===== config.mk =====
export PLATFORM = sky130hd
export DESIGN_NAME = programmable_interval_timer
export DESIGN_NICKNAME = d
export VERILOG_FILES = /design/src/common/pit_pkg.sv /design/src/rtl/programmable_interval_timer.sv /design/src/rtl/timer_tick_gen.sv
export SDC_FILE = /design/constraint.sdc
export NUM_CORES = 1
export LEC_CHECK = 0
export ABC_AREA = 1
export BUFFER_PORTS_ARGS = -buffer_cell sky130_fd_sc_hd__buf_2
export CAP_MARGIN = 5
export CORE_UTILIZATION = 64
export DETAILED_ROUTE_END_ITERATION = 8
export PLACE_DENSITY = 0.84
export SLEW_MARGIN = 20
export SYNTH_ARGS = -nofsm -noshare
export SYNTH_HDL_FRONTEND = slang
export SYNTH_SLANG_ARGS = --single-unit

===== constraint.sdc =====
create_clock -name sys_clk_i -period 3.18 [get_ports sys_clk_i]
set_input_delay 0 -clock sys_clk_i [delete_from_list [all_inputs] [get_ports sys_clk_i]]
set_output_delay 0 -clock sys_clk_i [all_outputs]
set_load 0.01 [all_outputs]

===== src/common/pit_pkg.sv =====
// Shared constants, field layouts and types for the programmable interval timer.
// Operation
// - Three independent 16-bit down counters.
// - Binary to FFFFh or BCD to 9999.
// - Per-channel clock: internal 8 MHz or external.
// - Shared prescale divides the internal clock.
// - Channel 0 output drives interrupt request 0.
// - Channel 1 gives baud clock, optionally request 2.
// - Channel 2 output and gate on pins.
// - Offsets 0-2 channel ports, 3 control word.
// - Select field all ones means multiple latch.
// - Access: low, high, both, or count latch.
// - Two-byte transfers go low byte first.
// - New count any time, same byte count.
// - Count latch: low six bits zero, channel select.
// - Multiple latch: channel bits, status/count flags.
// - Status needs latch; live count reads allowed.
// - Status low six bits echo channel configuration.
// - Null flag until written count reaches counter.
// - Status bit shows present output level.
// - Single-byte access: status read, then count byte.
// - Two-byte access: status, then low, high bytes.
// - Six counting modes per channel.
package pit_pkg;

  // Byte offsets of the four ports.
  localparam logic [1:0] OFS_CH0 = 2'h0;
  localparam logic [1:0] OFS_CH1 = 2'h1;
  localparam logic [1:0] OFS_CH2 = 2'h2;
  localparam logic [1:0] OFS_CTRL = 2'h3;

  // Control word field positions.
  localparam int CW_SEL_LO = 6;
  localparam int CW_RW_LO = 4;
  localparam int CW_MODE_LO = 1;
  localparam int CW_BCD = 0;
  localparam int ML_COUNT_N = 5;
  localparam int ML_STATUS_N = 4;
  localparam int ML_CH0 = 1;
  localparam logic [1:0] SEL_MULTI = 2'h3;

  // Status byte positions above the echoed configuration.
  localparam int ST_OUT = 7;
  localparam int ST_NULL = 6;

  // Counting modes after folding codes 6 and 7 onto 2 and 3.
  localparam logic [2:0] MODE_INT_TC = 3'h0;
  localparam logic [2:0] MODE_ONESHOT = 3'h1;
  localparam logic [2:0] MODE_RATE = 3'h2;
  localparam logic [2:0] MODE_SQUARE = 3'h3;
  localparam logic [2:0] MODE_SW_STROBE = 3'h4;
  localparam logic [2:0] MODE_HW_STROBE = 3'h5;

  // Count limits and reset values.
  localparam logic [15:0] CNT_ONE = 16'h0001;
  localparam logic [15:0] CNT_TWO = 16'h0002;
  localparam logic [15:0] CNT_RST = 16'h0000;

  // Clock rates; the internal count clock is derived from the system clock.
  localparam int SYS_CLK_HZ = 125_000_000;
  localparam int INT_CLK_HZ = 8_000_000;
  localparam int INT_DIV = SYS_CLK_HZ / INT_CLK_HZ;
  localparam int PRE_W = 5;

  // Byte access codes.
  typedef enum logic [1:0] {
    RW_LATCH = 2'b00,
    RW_LOW = 2'b01,
    RW_HIGH = 2'b10,
    RW_BOTH = 2'b11
  } rw_e;

  // Per-channel configuration, also the low six status bits.
  typedef struct packed {
    rw_e rw;
    logic [2:0] mode;
    logic bcd;
  } chan_cfg_s;

  localparam chan_cfg_s CFG_RST = '{rw: RW_LOW, mode: 3'h0, bcd: 1'b0};

  // One host I/O cycle on the byte port.
  typedef struct packed {
    logic wr;
    logic rd;
    logic [1:0] addr;
    logic [7:0] data;
  } io_req_s;

endpackage


===== src/rtl/programmable_interval_timer.sv =====
// Three-channel interval timer with its byte-wide host port.
`timescale 1ns/100ps
module programmable_interval_timer
  import pit_pkg::*;
#(
  parameter int NUM_CH = 3,
  parameter int DIV = INT_DIV
)
(
  input wire logic sys_clk_i,
  input wire logic rst_i,
  input wire io_req_s io_req_i,
  input wire logic external_timer_clock_i,
  input wire logic [1:0] channel01_gate_i,
  input wire logic channel2_gate_i,
  input wire logic [2:0] timer_clock_select_cfg_i,
  input wire logic [1:0] prescale_field_i,
  input wire logic peripheral_routing_cfg_i,
  output logic [7:0] rdata_o,
  output logic irq0_o,
  output logic irq2_o,
  output logic baud_clk_o,
  output logic channel2_output_o
);

  // BCD or binary decrement by one, wrapping to the top of the range.
  function automatic logic [15:0] dec_one(input logic [15:0] v, input logic bcd);
    logic [15:0] r;
    logic borrow;
    r = v;
    borrow = 1'b1;
    if (!bcd)
    begin
      r = v - CNT_ONE;
    end
    else
    begin
      for (int i = 0; i < 4; i++)
      begin
        if (borrow)
        begin
          if (r[4*i +: 4] == 4'h0)
          begin
            r[4*i +: 4] = 4'h9;
          end
          else
          begin
            r[4*i +: 4] = r[4*i +: 4] - 4'h1;
            borrow = 1'b0;
          end
        end
      end
    end
    return r;
  endfunction

  logic [NUM_CH-1:0] tick;
  logic [NUM_CH-1:0] gate_s1_q;
  logic [NUM_CH-1:0] gate_s2_q;
  logic [NUM_CH-1:0] gate_s3_q;
  logic [NUM_CH-1:0] out_q;
  logic [7:0] rd_byte [NUM_CH];
  logic [7:0] rdata_q;
  logic irq2_q;
  wire cw_wr;
  wire [1:0] cw_sel;
  wire [7:0] rdata_d;

  // Clock enables for each channel.
  timer_tick_gen #(
    .NUM_CH(NUM_CH),
    .DIV(DIV)
  ) u_tick (
    .sys_clk_i(sys_clk_i),
    .rst_i(rst_i),
    .ext_clk_i(external_timer_clock_i),
    .clk_sel_i(timer_clock_select_cfg_i),
    .prescale_i(prescale_field_i),
    .tick_o(tick)
  );

  // Gate pins pass two flops; they reset high, the open level, so no false rising edge follows reset.
  always_ff @(posedge sys_clk_i)
  begin
    if (rst_i)
    begin
      gate_s1_q <= '1;
      gate_s2_q <= '1;
      gate_s3_q <= '1;
    end
    else
    begin
      gate_s1_q <= {channel2_gate_i, channel01_gate_i};
      gate_s2_q <= gate_s1_q;
      gate_s3_q <= gate_s2_q;
    end
  end

  // Control word decode shared by all channels.
  assign cw_wr = io_req_i.wr && (io_req_i.addr == OFS_CTRL);
  assign cw_sel = io_req_i.data[CW_SEL_LO +: 2];

  for (genvar g = 0; g < NUM_CH; g++)
  begin : g_ch
    chan_cfg_s cfg_q;
    logic [15:0] cnt_q;
    logic [15:0] ld_q;
    logic [15:0] cl_q;
    logic [7:0] sl_q;
    logic null_q;
    logic new_q;
    logic have_q;
    logic ldok_q;
    logic wflip_q;
    logic rflip_q;
    logic cl_vld_q;
    logic sl_vld_q;
    logic gtrig_q;
    logic [15:0] cnt_d;
    logic [15:0] ld_d;
    logic out_d;
    logic have_d;
    logic loaded;
    logic trig_use;
    logic [15:0] rd_src;
    wire [2:0] m;
    wire m23;
    wire m04;
    wire m15;
    wire sel_me;
    wire wr_cnt;
    wire rd_cnt;
    wire cw_me;
    wire cw_mode;
    wire cw_clatch;
    wire ml_me;
    wire do_clatch;
    wire do_slatch;
    wire wr_done;
    wire g_lvl;
    wire g_rise;
    wire load_now;
    wire cnt_en;
    wire [7:0] st_byte;

    // Port and command decode for this channel.
    assign sel_me = (io_req_i.addr == 2'(g));
    assign wr_cnt = io_req_i.wr && sel_me;
    assign rd_cnt = io_req_i.rd && sel_me;
    assign cw_me = cw_wr && (cw_sel == 2'(g));
    assign cw_mode = cw_me && (io_req_i.data[CW_RW_LO +: 2] != RW_LATCH);
    assign cw_clatch = cw_me && (io_req_i.data[CW_RW_LO +: 2] == RW_LATCH);
    assign ml_me = cw_wr && (cw_sel == SEL_MULTI) && io_req_i.data[ML_CH0 + g];
    assign do_clatch = ((cw_clatch || (ml_me && !io_req_i.data[ML_COUNT_N])) && !cl_vld_q);
    assign do_slatch = ml_me && !io_req_i.data[ML_STATUS_N] && !sl_vld_q;
    assign wr_done = wr_cnt && ((cfg_q.rw != RW_BOTH) || wflip_q);

    // Mode folding and gate handling.
    assign m = cfg_q.mode[1] ? {1'b0, cfg_q.mode[1:0]} : cfg_q.mode;
    assign m23 = (m == MODE_RATE) || (m == MODE_SQUARE);
    assign m04 = (m == MODE_INT_TC) || (m == MODE_SW_STROBE);
    assign m15 = (m == MODE_ONESHOT) || (m == MODE_HW_STROBE);
    assign g_lvl = gate_s2_q[g];
    assign g_rise = gate_s2_q[g] & ~gate_s3_q[g];
    assign load_now = (new_q && (m04 || (m23 && !have_q))) || (gtrig_q && ldok_q && !m04);
    assign cnt_en = m15 || (g_lvl && !((m == MODE_INT_TC) && wflip_q));
    assign st_byte = {out_q[g], null_q, cfg_q};

    // Assembly of the count register from host bytes.
    always_comb
    begin
      ld_d = ld_q;
      unique case (cfg_q.rw)
        RW_LOW: ld_d = {8'h00, io_req_i.data};
        RW_HIGH: ld_d = {io_req_i.data, 8'h00};
        RW_BOTH: ld_d = wflip_q ? {io_req_i.data, ld_q[7:0]} : {ld_q[15:8], io_req_i.data};
        RW_LATCH: ld_d = ld_q;
      endcase
    end

    // Counting, reload and output waveform on each count clock.
    always_comb
    begin
      cnt_d = cnt_q;
      out_d = out_q[g];
      have_d = have_q;
      loaded = 1'b0;
      trig_use = 1'b0;
      if (tick[g])
      begin
        if (load_now)
        begin
          cnt_d = ld_q;
          loaded = 1'b1;
          have_d = 1'b1;
          trig_use = gtrig_q;
          out_d = !((m == MODE_INT_TC) || (m == MODE_ONESHOT));
        end
        else if (have_q && cnt_en)
        begin
          cnt_d = dec_one(cnt_q, cfg_q.bcd);
          case (m)
            MODE_INT_TC, MODE_ONESHOT:
            begin
              if (cnt_q == CNT_ONE)
              begin
                out_d = 1'b1;
              end
            end
            MODE_RATE:
            begin
              if (cnt_q == CNT_TWO)
              begin
                out_d = 1'b0;
              end
              else if (cnt_q == CNT_ONE)
              begin
                out_d = 1'b1;
                cnt_d = ld_q;
                loaded = 1'b1;
              end
            end
            MODE_SQUARE:
            begin
              cnt_d = dec_one(dec_one(cnt_q, cfg_q.bcd), cfg_q.bcd);
              if (cnt_q <= CNT_TWO)
              begin
                out_d = ~out_q[g];
                cnt_d = ld_q;
                loaded = 1'b1;
              end
            end
            default:
            begin
              out_d = (cnt_q != CNT_ONE);
              if (cnt_q == CNT_RST)
              begin
                have_d = 1'b0;
              end
            end
          endcase
        end
      end
      if (m23 && !g_lvl)
      begin
        out_d = 1'b1;
      end
    end

    // Channel configuration, count register and down counter.
    always_ff @(posedge sys_clk_i)
    begin
      if (rst_i)
      begin
        cfg_q <= CFG_RST;
        cnt_q <= CNT_RST;
        ld_q <= CNT_RST;
        out_q[g] <= 1'b0;
        null_q <= 1'b1;
        new_q <= 1'b0;
        have_q <= 1'b0;
        ldok_q <= 1'b0;
        wflip_q <= 1'b0;
        gtrig_q <= 1'b0;
      end
      else if (cw_mode)
      begin
        cfg_q <= chan_cfg_s'(io_req_i.data[5:0]);
        out_q[g] <= (io_req_i.data[CW_MODE_LO +: 3] != MODE_INT_TC);
        null_q <= 1'b1;
        new_q <= 1'b0;
        have_q <= 1'b0;
        ldok_q <= 1'b0;
        wflip_q <= 1'b0;
        gtrig_q <= 1'b0;
      end
      else
      begin
        cnt_q <= cnt_d;
        have_q <= have_d;
        out_q[g] <= (wr_cnt && (m == MODE_INT_TC)) ? 1'b0 : out_d;
        if (wr_cnt)
        begin
          ld_q <= ld_d;
          wflip_q <= (cfg_q.rw == RW_BOTH) && !wflip_q;
        end
        new_q <= wr_done || (new_q && !loaded);
        null_q <= wr_done || (null_q && !loaded);
        ldok_q <= ldok_q || wr_done;
        gtrig_q <= g_rise || (gtrig_q && !trig_use);
      end
    end

    // Latched count and status, consumed by host reads in order.
    always_ff @(posedge sys_clk_i)
    begin
      if (rst_i)
      begin
        cl_q <= CNT_RST;
        sl_q <= 8'h00;
        cl_vld_q <= 1'b0;
        sl_vld_q <= 1'b0;
        rflip_q <= 1'b0;
      end
      else if (cw_mode)
      begin
        cl_vld_q <= 1'b0;
        sl_vld_q <= 1'b0;
        rflip_q <= 1'b0;
      end
      else
      begin
        if (do_clatch)
        begin
          cl_q <= cnt_q;
          cl_vld_q <= 1'b1;
        end
        if (do_slatch)
        begin
          sl_q <= st_byte;
          sl_vld_q <= 1'b1;
        end
        if (rd_cnt && sl_vld_q)
        begin
          sl_vld_q <= 1'b0;
        end
        else if (rd_cnt && (cfg_q.rw == RW_BOTH) && !rflip_q)
        begin
          rflip_q <= 1'b1;
        end
        else if (rd_cnt)
        begin
          rflip_q <= 1'b0;
          cl_vld_q <= 1'b0;
        end
      end
    end

    // Read byte: latched status first, then latched or live count.
    always_comb
    begin
      rd_src = cl_vld_q ? cl_q : cnt_q;
      if (sl_vld_q)
      begin
        rd_byte[g] = sl_q;
      end
      else if ((cfg_q.rw == RW_HIGH) || ((cfg_q.rw == RW_BOTH) && rflip_q))
      begin
        rd_byte[g] = rd_src[15:8];
      end
      else
      begin
        rd_byte[g] = rd_src[7:0];
      end
    end
  end

  // The control port reads as zero.
  assign rdata_d = (io_req_i.addr == OFS_CTRL) ? 8'h00 : rd_byte[io_req_i.addr];

  // Registered read data and interrupt routing of channel 1.
  always_ff @(posedge sys_clk_i)
  begin
    if (rst_i)
    begin
      rdata_q <= 8'h00;
      irq2_q <= 1'b0;
    end
    else
    begin
      if (io_req_i.rd)
      begin
        rdata_q <= rdata_d;
      end
      irq2_q <= peripheral_routing_cfg_i && out_q[1];
    end
  end

  // Outputs come straight from flops.
  assign rdata_o = rdata_q;
  assign irq0_o = out_q[0];
  assign baud_clk_o = out_q[1];
  assign irq2_o = irq2_q;
  assign channel2_output_o = out_q[2];

endmodule


===== src/rtl/timer_tick_gen.sv =====
// Count clock enables: internal prescaled clock or synchronised external clock.
`timescale 1ns/100ps
module timer_tick_gen
  import pit_pkg::*;
#(
  parameter int NUM_CH = 3,
  parameter int DIV = INT_DIV
)
(
  input wire logic sys_clk_i,
  input wire logic rst_i,
  input wire logic ext_clk_i,
  input wire logic [NUM_CH-1:0] clk_sel_i,
  input wire logic [1:0] prescale_i,
  output logic [NUM_CH-1:0] tick_o
);

  logic ext_s1_q;
  logic ext_s2_q;
  logic ext_s3_q;
  logic [7:0] div_q;
  logic [PRE_W-1:0] pre_q;
  logic [NUM_CH-1:0] tick_q;
  wire ext_rise;
  wire int_tick;
  wire pre_tick;
  wire [PRE_W-1:0] pre_lim;

  // External clock passes two flops, the third only feeds the edge detector.
  always_ff @(posedge sys_clk_i)
  begin
    if (rst_i)
    begin
      ext_s1_q <= 1'b0;
      ext_s2_q <= 1'b0;
      ext_s3_q <= 1'b0;
    end
    else
    begin
      ext_s1_q <= ext_clk_i;
      ext_s2_q <= ext_s1_q;
      ext_s3_q <= ext_s2_q;
    end
  end

  // Rising edge of the external clock, and the internal clock divider terminal.
  assign ext_rise = ext_s2_q & ~ext_s3_q;
  assign int_tick = (div_q == 8'(DIV - 1));
  assign pre_lim = PRE_W'((5'h02 << prescale_i) - 5'h01);
  assign pre_tick = int_tick && (pre_q == pre_lim);

  // Internal clock divider followed by the shared prescaler.
  always_ff @(posedge sys_clk_i)
  begin
    if (rst_i)
    begin
      div_q <= 8'h00;
      pre_q <= '0;
    end
    else
    begin
      div_q <= int_tick ? 8'h00 : div_q + 8'h01;
      if (int_tick)
      begin
        pre_q <= (pre_q >= pre_lim) ? '0 : pre_q + PRE_W'(1);
      end
    end
  end

  // Per-channel source selection; a one selects the external clock.
  for (genvar g = 0; g < NUM_CH; g++)
  begin : g_sel
    always_ff @(posedge sys_clk_i)
    begin
      if (rst_i)
      begin
        tick_q[g] <= 1'b0;
      end
      else
      begin
        tick_q[g] <= clk_sel_i[g] ? ext_rise : pre_tick;
      end
    end
  end

  assign tick_o = tick_q;

endmodule


# Word-level counts from Yosys, hierarchy flattened
# Index checks and enable logic that the tools add are counted.
[totals]
elab_cells = 800
regBits = 253
[op_classes]
shifts = 1
n_addsub = 33
order_cmp = 5
n_mux = 362
n_eq_ne = 56
bitwise = 21
n_reduce_logical = 255
[op_table]
columns = ["op", "n"]
rows = [
  ["16-bit two-way mux", 42],
  ["1-bit two-way mux", 243],
  ["4-bit two-way mux", 51],
  ["16-bit case mux with 3 select lines", 3],
  ["4-bit zero test", 24],
  ["16-bit case mux with 2 select lines", 3],
  ["16-bit by 1-bit subtractor with 16-bit output, second input constant", 6],
  ["4-bit by 1-bit subtractor with 4-bit output, second input constant", 24],
  ["1-bit logical AND", 88],
  ["8-bit two-way mux", 9],
  ["16-bit by 1-bit equality test with 1-bit output, second input constant", 3],
  ["16-bit by 2-bit equality test with 1-bit output, second input constant", 3],
  ["16-bit by 2-bit <= comparator with 1-bit output, second input constant", 3],
  ["16-bit zero test", 3],
  ["16-bit by 1-bit inequality test with 1-bit output, second input constant", 3],
  ["1-bit logical OR", 42],
  ["4-bit AND reduction", 9],
  ["1-bit zero test", 35],
  ["2-bit equality test, second input constant", 10],
  ["2-bit nonzero test", 10],
  ["3-bit by 2-bit equality test with 1-bit output, second input constant", 6],
  ["3-bit equality test, second input constant", 6],
  ["2-bit inequality test, second input constant", 9],
  ["6-bit by 3-bit inequality test with 1-bit output, second input constant", 3],
  ["29 further kinds", 95],
]

# Longest topological paths before layout
# Gate-level depths: netlist of run 1.
[logic_depth]
depth_word = 53
mapped_depth = 21
ltp_nobuf = 21

# Cells and area by module
# Synthesis of run 1 repeated with hierarchy kept, for this count alone.
[hier_totals]
hier_cells = 2771
hier_area_um2 = 17197.7
[by_module_without_submodules]
columns = ["mod", "area_each_um2", "cells_per_inst", "n_inst"]
rows = [
  ["programmable_interval_timer", 16216.8, 2641, 1],
  ["timer_tick_gen", 980.9, 130, 1],
]

# Worst setup path after synthesis of run 1
# OpenSTA, ideal clock, no wires.
[synth_path]
path_type = "reg2reg"
from = "register g_ch[0].cnt_q[0]"
to = "register g_ch[0].cnt_q[12]"
synth_period_minus_slack_ps = 2308
path_stages_with_launch = 22
t_arrival_ps = 2191
required_ps = 3063
n_path_buf = 0
path_slack_ps = 872
cell_sequence = "dfxtp_1 > inv_1 > ha_1 > inv_2 > nor2_4 > nand2_1 > nand2_1 > nand2_1 > nand2_4 > nand2_4 > nor2_4 > nand2_4 > nand2_4 > nand2_2 > inv_2 > nand3b_1 > nand2_1 > nand2_1 > nand2_1 > nand2_1 > nor2_1 > nor2_1"
[synth_via]
elab_chain_len = 33
[synth_rtl]
columns = ["item", "line", "source"]
rows = [
  ["start: declaration", "programmable_interval_timer.sv:106", "logic [15:0] cnt_q;"],
  ["start signal: assignment", "programmable_interval_timer.sv:279", "cnt_q <= cnt_d;"],
  ["parallel branches: the longest is 30 deep, another holds 16-bit by 1-bit subtractor with 16-bit output", "--", ""],
  ["16-bit case mux with 2 select lines *", "programmable_interval_timer.sv:202", "case (m)"],
  ["16-bit two-way mux *", "programmable_interval_timer.sv:199", "else if (have_q && cnt_en)"],
  ["16-bit two-way mux *", "programmable_interval_timer.sv:191", "if (load_now)"],
]
# Every way passes the cells marked *. The select of a mux whose other input is x is not followed.
# A chain may end at the register's enable or synchronous reset.

# Final worst setup path of run 1
[layout_path]
from = "input port io_req_i[9] in the netlist's numbering"
to = "register g_ch[0].cl_vld_q"
[layout_via]
elab_chain_len = 11
[layout_rtl]
columns = ["item", "line", "source"]
rows = [
  ["start: declaration", "programmable_interval_timer.sv:12", "input wire io_req_s io_req_i,"],
  ["2-bit equality test", "programmable_interval_timer.sv:100", "assign cw_wr = io_req_i.wr && (io_req_i.addr == OFS_CTRL);"],
  ["1-bit logical AND", "programmable_interval_timer.sv:100", ""],
  ["1-bit logical AND (2 in a row)", "programmable_interval_timer.sv:153", "assign ml_me = cw_wr && (cw_sel == SEL_MULTI) && io_req_i.data[ML_CH0 + g];"],
  ["1-bit logical AND", "programmable_interval_timer.sv:154", "assign do_clatch = ((cw_clatch || (ml_me && !io_req_i.data[ML_COUNT_N])) && !cl_vld_q);"],
  ["1-bit logical OR", "programmable_interval_timer.sv:154", ""],
  ["1-bit logical AND", "programmable_interval_timer.sv:154", ""],
  ["1-bit two-way mux", "programmable_interval_timer.sv:313", "if (do_clatch)"],
  ["1-bit two-way mux", "programmable_interval_timer.sv:331", "else if (rd_cnt)"],
  ["1-bit two-way mux", "programmable_interval_timer.sv:327", "else if (rd_cnt && (cfg_q.rw == RW_BOTH) && !rflip_q)"],
  ["1-bit two-way mux", "programmable_interval_timer.sv:323", "if (rd_cnt && sl_vld_q)"],
  ["end signal: assignment", "programmable_interval_timer.sv:307", "cl_vld_q <= 1'b0;"],
  ["end signal: assignment", "programmable_interval_timer.sv:316", "cl_vld_q <= 1'b1;"],
  ["end signal: assignment", "programmable_interval_timer.sv:334", "cl_vld_q <= 1'b0;"],
  ["end: declaration", "programmable_interval_timer.sv:116", "logic cl_vld_q;"],
]
# Parallel ways exist; a longest one is shown, timed or not.

==> flow_summary.html, run 1 <==
<table>
<tr><th>Metric</th><th>Value</th></tr>
<tr><th colspan="2">Timing</th></tr>
<tr><td>Total count of hold-check failures in the final report</td><td>0</td></tr>
<tr><td>Number of endpoints failing setup at the final stage</td><td>0</td></tr>
<tr><td>Minimum setup slack in the final design</td><td>0.377 ns</td></tr>
<tr><td>Minimum clock period after layout</td><td>2.80 ns</td></tr>
<tr><td>Max_slew headroom</td><td>between 30% and 40%</td></tr>
<tr><td>RSZ-0062 raised after global routing</td><td>false</td></tr>
<tr><td>Fmax</td><td>357 MHz</td></tr>
<tr><td>Worst setup skew after layout</td><td>0.0242 ns</td></tr>
<tr><td>Setup_tns</td><td>0 ns</td></tr>
<tr><td>Fin crit share</td><td>88.2%</td></tr>
<tr><td>Least-Margin Pin Slew</td><td>1.02 ns</td></tr>
<tr><td>Worst Hold Slack</td><td>0.0377 ns</td></tr>
<tr><td>Slew Limit Fails</td><td>0</td></tr>
<tr><th colspan="2">Route</th></tr>
<tr><td>Routed wire length</td><td>55.5 mm</td></tr>
<tr><td>Detail-routed net length per standard cell</td><td>18.4 µm</td></tr>
<tr><td>Total number of vias</td><td>between 15,000 and 20,000</td></tr>
<tr><td>Router iterations before antenna repair</td><td>7</td></tr>
<tr><td>DR iter-0 viols</td><td>2,657</td></tr>
<tr><td>DRC viols</td><td>0</td></tr>
<tr><td>Via-per-instance ratio</td><td>roughly 6.2</td></tr>
<tr><td>Detail Route Antenna Nets</td><td>0</td></tr>
<tr><th colspan="2">Synthesis</th></tr>
<tr><td>Netlist area before placement</td><td>17,000 µm²</td></tr>
<tr><td>Top-count cell post-synth</td><td>nand2_1</td></tr>
<tr><td>Yosys warnings</td><td>0</td></tr>
<tr><td>Nets in the synthesized netlist</td><td>2,674</td></tr>
<tr><td>Post-synthesis average cell area</td><td>6.46 µm²</td></tr>
<tr><td>Top area cells in the synthesized netlist</td><td>dfxtp_1 (30%), nand2_1 (13%), o21ai_0 (6.8%)</td></tr>
<tr><td>Synth Register Bits</td><td>253</td></tr>
<tr><td>Portion of the post-synthesis area used by sequential elements</td><td>29.8%</td></tr>
<tr><td>Count of different cell masters after synthesis</td><td>65</td></tr>
<tr><td>Top cell type's share of synthesized area</td><td>29.8%</td></tr>
<tr><td>Async set-or-reset flop fraction in the synthesized netlist</td><td>0%</td></tr>
<tr><td>Simple-gate share of the synthesized area</td><td>34.1%</td></tr>
<tr><td>Synthesized-area fraction occupied by xor and xnor cells</td><td>0.884%</td></tr>
<tr><td>Mux cell area share after synthesis</td><td>0%</td></tr>
<tr><td>Post-synth EDFFs</td><td>0</td></tr>
<tr><td>Post-synthesis instance total</td><td>roughly 2,600</td></tr>
<tr><td>Library cell with the largest summed area after synthesis</td><td>dfxtp_1</td></tr>
<tr><td>Post-synthesis compound-gate area fraction</td><td>23.5%</td></tr>
<tr><td>Leading cell types by count after synthesis</td><td>nand2_1 (585), inv_1 (298), dfxtp_1 (253)</td></tr>
<tr><td>Synth Area in Adders</td><td>1.47%</td></tr>
<tr><td>Combinational family with the most area after synthesis</td><td>simple AND/OR/NAND/NOR gates</td></tr>
<tr><td>Post-synth top flop</td><td>dfxtp_1</td></tr>
<tr><th colspan="2">Die</th></tr>
<tr><td>Die width</td><td>165 µm</td></tr>
<tr><td>DIE HEIGHT</td><td>165 µm</td></tr>
<tr><td>I/O pin count</td><td>36</td></tr>
<tr><td>Placeable core region</td><td>26,100 µm²</td></tr>
<tr><td>Site row count</td><td>59</td></tr>
<tr><td>Initial standard-cell utilization of the core</td><td>between 60 and 70%</td></tr>
<tr><td>Area of the die</td><td>27,200 µm²</td></tr>
<tr><th colspan="2">GRT</th></tr>
<tr><td>Pin count of the biggest net entering global routing</td><td>58</td></tr>
<tr><td>Global-route wire length before repair</td><td>roughly 86 mm</td></tr>
<tr><td>Antenna violations before repair</td><td>1</td></tr>
<tr><td>All-Layer GR Usage</td><td>approximately 40%</td></tr>
<tr><td>Total global routing overflow</td><td>0</td></tr>
<tr><td>Number of global-route vias before repair</td><td>16,600</td></tr>
<tr><th colspan="2">Setup path</th></tr>
<tr><td>Data arrival time of the critical path</td><td>3.24 ns</td></tr>
<tr><td>Worst reg2reg endpoint</td><td>g_ch[0].cnt_q[13]</td></tr>
<tr><td>Cell depth of the worst flop-to-flop path</td><td>15</td></tr>
<tr><td>Reg-to-reg slack, setup</td><td>around 0.48 ns</td></tr>
<tr><td>Largest driver fanout on the critical path</td><td>12</td></tr>
<tr><td>CP required</td><td>3.62 ns</td></tr>
<tr><td>Setup crit end kind</td><td>register</td></tr>
<tr><td>Critical path startpoint category</td><td>primary input</td></tr>
<tr><td>Reg-to-Reg Start</td><td>g_ch[0].cnt_q[0]</td></tr>
<tr><td>Worst setup path category</td><td>in -&gt; reg</td></tr>
<tr><th colspan="2">Placement</th></tr>
<tr><td>Weighted congestion at the end of routability-driven global placement</td><td>~0.97</td></tr>
<tr><td>Instance area at placement</td><td>17,400 µm²</td></tr>
<tr><td>Worst Setup Slack post-DPL</td><td>between 0.5 and 0.6 ns</td></tr>
<tr><td>Number of buffers inserted by port buffering</td><td>35</td></tr>
<tr><td>Detailed Place HPWL</td><td>40.1 mm</td></tr>
<tr><th colspan="2">Finish</th></tr>
<tr><td>Footprint of the flip-flops and latches</td><td>between 5000 and 6000 µm²</td></tr>
<tr><td>Layout cells sized above 1</td><td>between 10% and 20%</td></tr>
<tr><td>Net count of the finished layout</td><td>between 2,000 and 3,000</td></tr>
<tr><td>Combined area of the multi-input logic cells</td><td>roughly 10,000 µm²</td></tr>
<tr><td>Filler Cell Count</td><td>between 2,000 and 2,500</td></tr>
<tr><td>Design area</td><td>18,600 µm²</td></tr>
<tr><td>Total inserted antenna cells</td><td>0</td></tr>
<tr><td>Area grow syn2layout</td><td>9.64%</td></tr>
<tr><th colspan="2">Clocking</th></tr>
<tr><td>Reg clk slew, reported paths</td><td>0.07 ns</td></tr>
<tr><td>Total clock buffers created by CTS</td><td>29</td></tr>
<tr><td>Post-CTS resize count</td><td>0</td></tr>
<tr><td>CTS sink count</td><td>253</td></tr>
<tr><td>Post-CTS Setup Repair Bufs</td><td>0</td></tr>
<tr><td>Root buf cell</td><td>clkbuf_16</td></tr>
<tr><td>Clock tree buffer depth</td><td>3</td></tr>
<tr><td>Depth of the CTS H-tree</td><td>1</td></tr>
<tr><td>Clock insertion delay at the later pin of the skew report</td><td>~0.55 ns</td></tr>
<tr><td>Clock tree from TritonCTS</td><td>built</td></tr>
<tr><th colspan="2">Hold path</th></tr>
<tr><td>Type of the tightest min-delay check</td><td>in -&gt; reg</td></tr>
<tr><td>Min-Delay Path Depth</td><td>6</td></tr>
<tr><td>Hold-critical path endpoint</td><td>u_tick.pre_q[1]</td></tr>
<tr><td>Worst hold path startpoint</td><td>prescale_field_i[0]</td></tr>
<tr><th colspan="2">Power</th></tr>
<tr><td>Peak supply drop</td><td>approximately 0.00046 V</td></tr>
<tr><td>Cell internal pwr</td><td>5.68 mW</td></tr>
<tr><td>Share of total power in the clock network</td><td>42.1%</td></tr>
<tr><td>NetSw</td><td>2.42 mW</td></tr>
<tr><td>Part of the total power dissipated in sequential elements</td><td>40.8%</td></tr>
<tr><td>Leak</td><td>8.32 nW</td></tr>
<tr><td>Combinational fraction of design power</td><td>17.1%</td></tr>
<tr><td>Cell area power density</td><td>between 400 and 500 nW/µm²</td></tr>
<tr><td>Switching part of the total</td><td>29.9%</td></tr>
<tr><th colspan="2">Outcome</th></tr>
<tr><td>Result of the run</td><td>completed</td></tr>
<tr><th colspan="2">Job</th></tr>
<tr><td>Maxcap violations</td><td>0</td></tr>
</table>
## logic make-up (layout without fill, tap and decap cells)
family | count (synthesis) | after routing
AOI/OAI and AO/OA | 684 | 684
xor gates and xnor gates | 15 | 15
adders and majority gates | 20 | 20
buffers and inverters | 447 | 493
DFF | 253 | 253
and+or+nand+nor | 1211 | 1211
## layout by cell type, fill, tap and decap left out, types with 19 or more instances in the layout
| cell type | n |
|---|---|
| nand2_4 | 27 |
| buf_4 | 39 |
| buf_2 | 35 |
| o21ai_0 | 232 |
| nor2_4 | 21 |
| a221oi_1 | 27 |
| nor2_1 | 188 |
| o211ai_1 | 40 |
| a21oi_1 | 223 |
| nor3_1 | 20 |
| clkbuf_16 | 29 |
| inv_1 | 298 |
| nand4_1 | 20 |
| a211oi_1 | 24 |
| nor2_2 | 28 |
| inv_2 | 34 |
| nand3_1 | 230 |
| dfxtp_1 | 253 |
| dlygate4sd3_1 | 22 |
| o22ai_1 | 30 |
| nand2_2 | 39 |
| nand2_1 | 585 |
| o21ai_1 | 19 |
| ha_1 | 20 |
## worst max path at each step
stage	start	endpoint	slack, ns	depth (start not counted)
global route	io_req_i[9]	g_ch[0].cnt_q[1]	0.22	13
detailed placement	g_ch[0].cnt_q[0]	g_ch[0].cnt_q[12]	0.56	21
finish	io_req_i[9]	g_ch[0].cl_vld_q	0.38	15
global placement	g_ch[0].cnt_q[0]	g_ch[0].cnt_q[15]	0.59	16
floorplan	g_ch[0].cnt_q[0]	g_ch[0].cnt_q[12]	0.87	21
CTS	g_ch[0].cnt_q[0]	g_ch[0].cnt_q[13]	0.52	15
## critical path: stages
cell           delay (ns)
dlygate4sd3_1        0.56
buf_2                0.31
nand2_1              0.10
nor2_1               0.10
inv_1                0.08
nor3_1               0.20
dlygate4sd3_1        0.59
inv_1                0.07
nor2_1               0.35
inv_1                0.14
nand2_1              0.26
inv_1                0.17
nand2_1              0.13
o21bai_1             0.12
inv_1                0.05
## power groups by stage
| stage | clock (mW) | sequential, mW | combinational, mW |
|---|---|---|---|
| after CTS | 3.42 | 3.30 | 1.34 |
| after detailed placement | 0 | 3.37 | 1.31 |
| after global placement | 0 | 3.37 | 1.28 |
| after global routing | 3.55 | 3.31 | 1.51 |
| final | 3.41 | 3.31 | 1.38 |
| after floorplan | 0 | 3.35 | 0.990 |
## area by class of cell
type                            instances  share of cell area (%)
Clock buffer                           37                    4.27
Clock inverter                         16                   0.961
Inverter                              344                    6.97
Multi-Input combinational cell       1930                    54.7
Sequential cell                       253                    27.2
Tap cell                              335                    2.25
Timing Repair Buffer                   96                    3.70
## registers in the layout, indices dropped and copies added (netlist names), 5 cells and up
signal / flops
u_tick.pre_q: 5
g_ch.cfg_q: 18
u_tick.div_q: 8
g_ch.cl_q: 48
g_ch.ld_q: 48
g_ch.sl_q: 24
rdata_o: 8
g_ch.cnt_q: 48
## metrics by stage
step                utilization, %  instances  power [mW]
finish                        71.5       3011        8.10
detailed placement            66.9       2936        4.68
global route                  71.5       3011        8.38
floorplan                        -       2630        4.34
CTS                           71.5       3011        8.06
global placement              66.9       2936        4.66
## repair_timing
item	CTS	global route
hold endpoints to repair	41	0
hold buffers	22	0
setup endpoints to repair	0	0
## per-layer routing
layer,share of wire (%),up-vias,global-route usage (%)
li1,-,8855,-
met1,40,8566,53.2
met2,45,1129,63.7
met3,11,170,7.56
met4,3.9,2,16.0
met5,0.023,-,0
Note: power is estimated with default switching activity, not from simulation.
==> run 2, diff against run 1 <==
--- a/config.mk
+++ b/config.mk
@@ -9,6 +9,7 @@
 export BUFFER_PORTS_ARGS = -buffer_cell sky130_fd_sc_hd__buf_2
 export CAP_MARGIN = 5
 export CORE_UTILIZATION = 64
+export CTS_BUF_LIST = sky130_fd_sc_hd__clkbuf_8 sky130_fd_sc_hd__clkbuf_16
 export DETAILED_ROUTE_END_ITERATION = 8
 export PLACE_DENSITY = 0.84
 export SLEW_MARGIN = 20
==> flow_summary.html, run 2 (synthesized netlist as in run 1, its figures left out) <==
<table>
<tr><th>Metric</th><th>Value</th></tr>
<tr><th colspan="2">Outcome</th></tr>
<tr><td>Result of the run</td><td>complete, but fails checks</td></tr>
<tr><td>Violated checks</td><td>DRC</td></tr>
<tr><th colspan="2">Clocking</th></tr>
<tr><td>Total clock buffers created by CTS</td><td>29</td></tr>
<tr><td>Clock insertion delay at the later pin of the skew report</td><td>0.55 ns</td></tr>
<tr><td>Root buf cell</td><td>clkbuf_16</td></tr>
<tr><td>Post-CTS Setup Repair Bufs</td><td>0</td></tr>
<tr><td>Clock tree buffer depth</td><td>3</td></tr>
<tr><td>Clock tree from TritonCTS</td><td>built</td></tr>
<tr><td>CTS sink count</td><td>~250</td></tr>
<tr><td>Depth of the CTS H-tree</td><td>1</td></tr>
<tr><td>Reg clk slew, reported paths</td><td>around 0.070 ns</td></tr>
<tr><th colspan="2">Placement</th></tr>
<tr><td>Number of buffers inserted by port buffering</td><td>35</td></tr>
<tr><td>Worst Setup Slack post-DPL</td><td>0.558 ns</td></tr>
<tr><td>Detailed Place HPWL</td><td>40.1 mm</td></tr>
<tr><td>Weighted congestion at the end of routability-driven global placement</td><td>0.971</td></tr>
<tr><td>Instance area at placement</td><td>17,400 µm²</td></tr>
<tr><th colspan="2">Finish</th></tr>
<tr><td>Filler Cell Count</td><td>2,230</td></tr>
<tr><td>Net count of the finished layout</td><td>approximately 2,700</td></tr>
<tr><td>Final design utilization</td><td>71.5%</td></tr>
<tr><td>Top library cells by usage in the layout, fill and taps aside</td><td>nand2_1 (585), inv_1 (302), dfxtp_1 (253), o21ai_0 (232), nand3_1 (230)</td></tr>
<tr><td>Most common cell after layout, fill and taps aside</td><td>nand2_1</td></tr>
<tr><td>Total inserted antenna cells</td><td>0</td></tr>
<tr><td>Area grow syn2layout</td><td>9.64%</td></tr>
<tr><td>Layout cells sized above 1</td><td>12.3%</td></tr>
<tr><td>Design area</td><td>18,600 µm²</td></tr>
<tr><td>Regs by FF count</td><td>g_ch.cl_q x48, g_ch.cnt_q x48, g_ch.ld_q x48</td></tr>
<tr><th colspan="2">Die</th></tr>
<tr><td>Site row count</td><td>59</td></tr>
<tr><td>Initial standard-cell utilization of the core</td><td>65.2%</td></tr>
<tr><td>I/O pin count</td><td>36</td></tr>
<tr><td>Die width</td><td>165 µm</td></tr>
<tr><td>DIE HEIGHT</td><td>between 150 and 200 µm</td></tr>
<tr><td>Area of the die</td><td>around 27,000 µm²</td></tr>
<tr><td>Placeable core region</td><td>26,100 µm²</td></tr>
<tr><th colspan="2">Setup path</th></tr>
<tr><td>Data arrival time of the critical path</td><td>roughly 3.3 ns</td></tr>
<tr><td>Worst setup path category</td><td>in -&gt; reg</td></tr>
<tr><td>Largest driver fanout on the critical path</td><td>12</td></tr>
<tr><td>Critical path startpoint category</td><td>primary input</td></tr>
<tr><td>CP required</td><td>3.62 ns</td></tr>
<tr><td>Setup crit end kind</td><td>register</td></tr>
<tr><th colspan="2">Power</th></tr>
<tr><td>Peak supply drop</td><td>0.000463 V</td></tr>
<tr><td>Cell area power density</td><td>435 nW/µm²</td></tr>
<tr><td>Leak</td><td>8.34 nW</td></tr>
<tr><th colspan="2">GRT</th></tr>
<tr><td>Pin count of the biggest net entering global routing</td><td>58</td></tr>
<tr><td>Global-route wire length before repair</td><td>around 86 mm</td></tr>
<tr><td>Total global routing overflow</td><td>0</td></tr>
<tr><td>Antenna violations before repair</td><td>1</td></tr>
<tr><td>Number of global-route vias before repair</td><td>16,600</td></tr>
<tr><td>All-Layer GR Usage</td><td>40.0%</td></tr>
<tr><th colspan="2">Timing</th></tr>
<tr><td>Slew Limit Fails</td><td>0</td></tr>
<tr><td>Setup_tns</td><td>0 ns</td></tr>
<tr><td>Number of endpoints failing setup at the final stage</td><td>0</td></tr>
<tr><td>Least-Margin Pin Slew</td><td>1.01 ns</td></tr>
<tr><td>Minimum setup slack in the final design</td><td>0.366 ns</td></tr>
<tr><td>Total count of hold-check failures in the final report</td><td>0</td></tr>
<tr><td>Max_slew headroom</td><td>~32%</td></tr>
<tr><td>Fin crit share</td><td>88.5%</td></tr>
<tr><td>RSZ-0062 raised after global routing</td><td>false</td></tr>
<tr><td>Worst setup skew after layout</td><td>0.0227 ns</td></tr>
<tr><td>Minimum clock period after layout</td><td>2.81 ns</td></tr>
<tr><td>Fmax</td><td>355 MHz</td></tr>
<tr><th colspan="2">Hold path</th></tr>
<tr><td>Type of the tightest min-delay check</td><td>in -&gt; reg</td></tr>
<tr><th colspan="2">Route</th></tr>
<tr><td>DR iter-0 viols</td><td>about 2,600</td></tr>
<tr><td>Via-per-instance ratio</td><td>6.21</td></tr>
<tr><td>Total number of vias</td><td>18,700</td></tr>
<tr><td>DRC viols</td><td>1</td></tr>
<tr><td>Detail-routed net length per standard cell</td><td>roughly 18 µm</td></tr>
<tr><td>Router iterations before antenna repair</td><td>9</td></tr>
<tr><td>Detail Route Antenna Nets</td><td>0</td></tr>
<tr><td>Routed wire length</td><td>55.5 mm</td></tr>
<tr><th colspan="2">Job</th></tr>
<tr><td>Maxcap violations</td><td>0</td></tr>
</table>
[run 2: cell count changes in the layout (fill, tap and decap cells not counted), sizes merged]
cell	change
clkbuf	-4
inv	+4
[run 2: layer usage]
| metal | track usage (%) | routed length [µm] | vias up |
|---|---|---|---|
| met2 | 63.7 | 24800 | 1121 |
| met5 | 0 | 13 | - |
| met3 | 7.56 | 6430 | 180 |
| met1 | 53.2 | 22000 | 8547 |
| li1 | - | - | 8852 |
| met4 | 16.0 | 2220 | 2 |
[run 2: worst max-delay path, stage by stage]
cell and delay (ns):
dlygate4sd3_1 0.56, buf_2 0.32, nand2_1 0.10, nor2_1 0.09
inv_1 0.08, nor3_1 0.19, dlygate4sd3_1 0.59, inv_1 0.07
nor2_1 0.36, inv_1 0.14, nand2_1 0.26, inv_1 0.18
nand2_1 0.13, o21bai_1 0.12, inv_1 0.05
[run 2: worst paths after layout]
path | startpoint | to | slack, ns | cells after the start
hold / removal | prescale_field_i[0] | u_tick.pre_q[1] | 0.04 | 6
setup reg to reg | g_ch[0].cnt_q[0] | g_ch[0].cnt_q[13] | 0.46 | 15
setup / recovery | io_req_i[9] | g_ch[0].cl_vld_q | 0.37 | 15
hold reg to reg | gate_s1_q[1] | gate_s2_q[1] | 0.42 | 1
[run 2: cell type report]
type | instances | area, µm² | area share [%]
tap | 335 | 419 | 2.25
timing repair buffer | 96 | 688 | 3.70
multi-input combinational | 1930 | 10200 | 54.7
clock inverter | 20 | 194 | 1.04
inverter | 344 | 1300 | 6.97
sequential | 253 | 5060 | 27.2
clock buffer | 33 | 781 | 4.19
[run 2: repair_timing]
action	4_1_cts	5_1_grt
hold endpoints to repair	41	0
hold buffers	22	0
endpoints found under the setup margin	0	0
gates resized for setup	0	0
[run 2: metrics by stage]
step / hold slack (ns) / total power [mW] / std cells
global route: 0.0615 / 8.36 / 3011
detailed placement: 0.187 / 4.68 / 2936
floorplan: 0.0941 / 4.34 / 2630
global placement: 0.184 / 4.66 / 2936
CTS: 0.0326 / 8.05 / 3011
finish: 0.0388 / 8.09 / 3011
[run 2: power by group]
part           total, mW  switching (mW)  leakage (nW)  internal (mW)
clock               3.40            1.39         0.494           2.01
sequential          3.31          0.0705          2.05           3.24
combinational       1.38           0.962          5.80          0.422
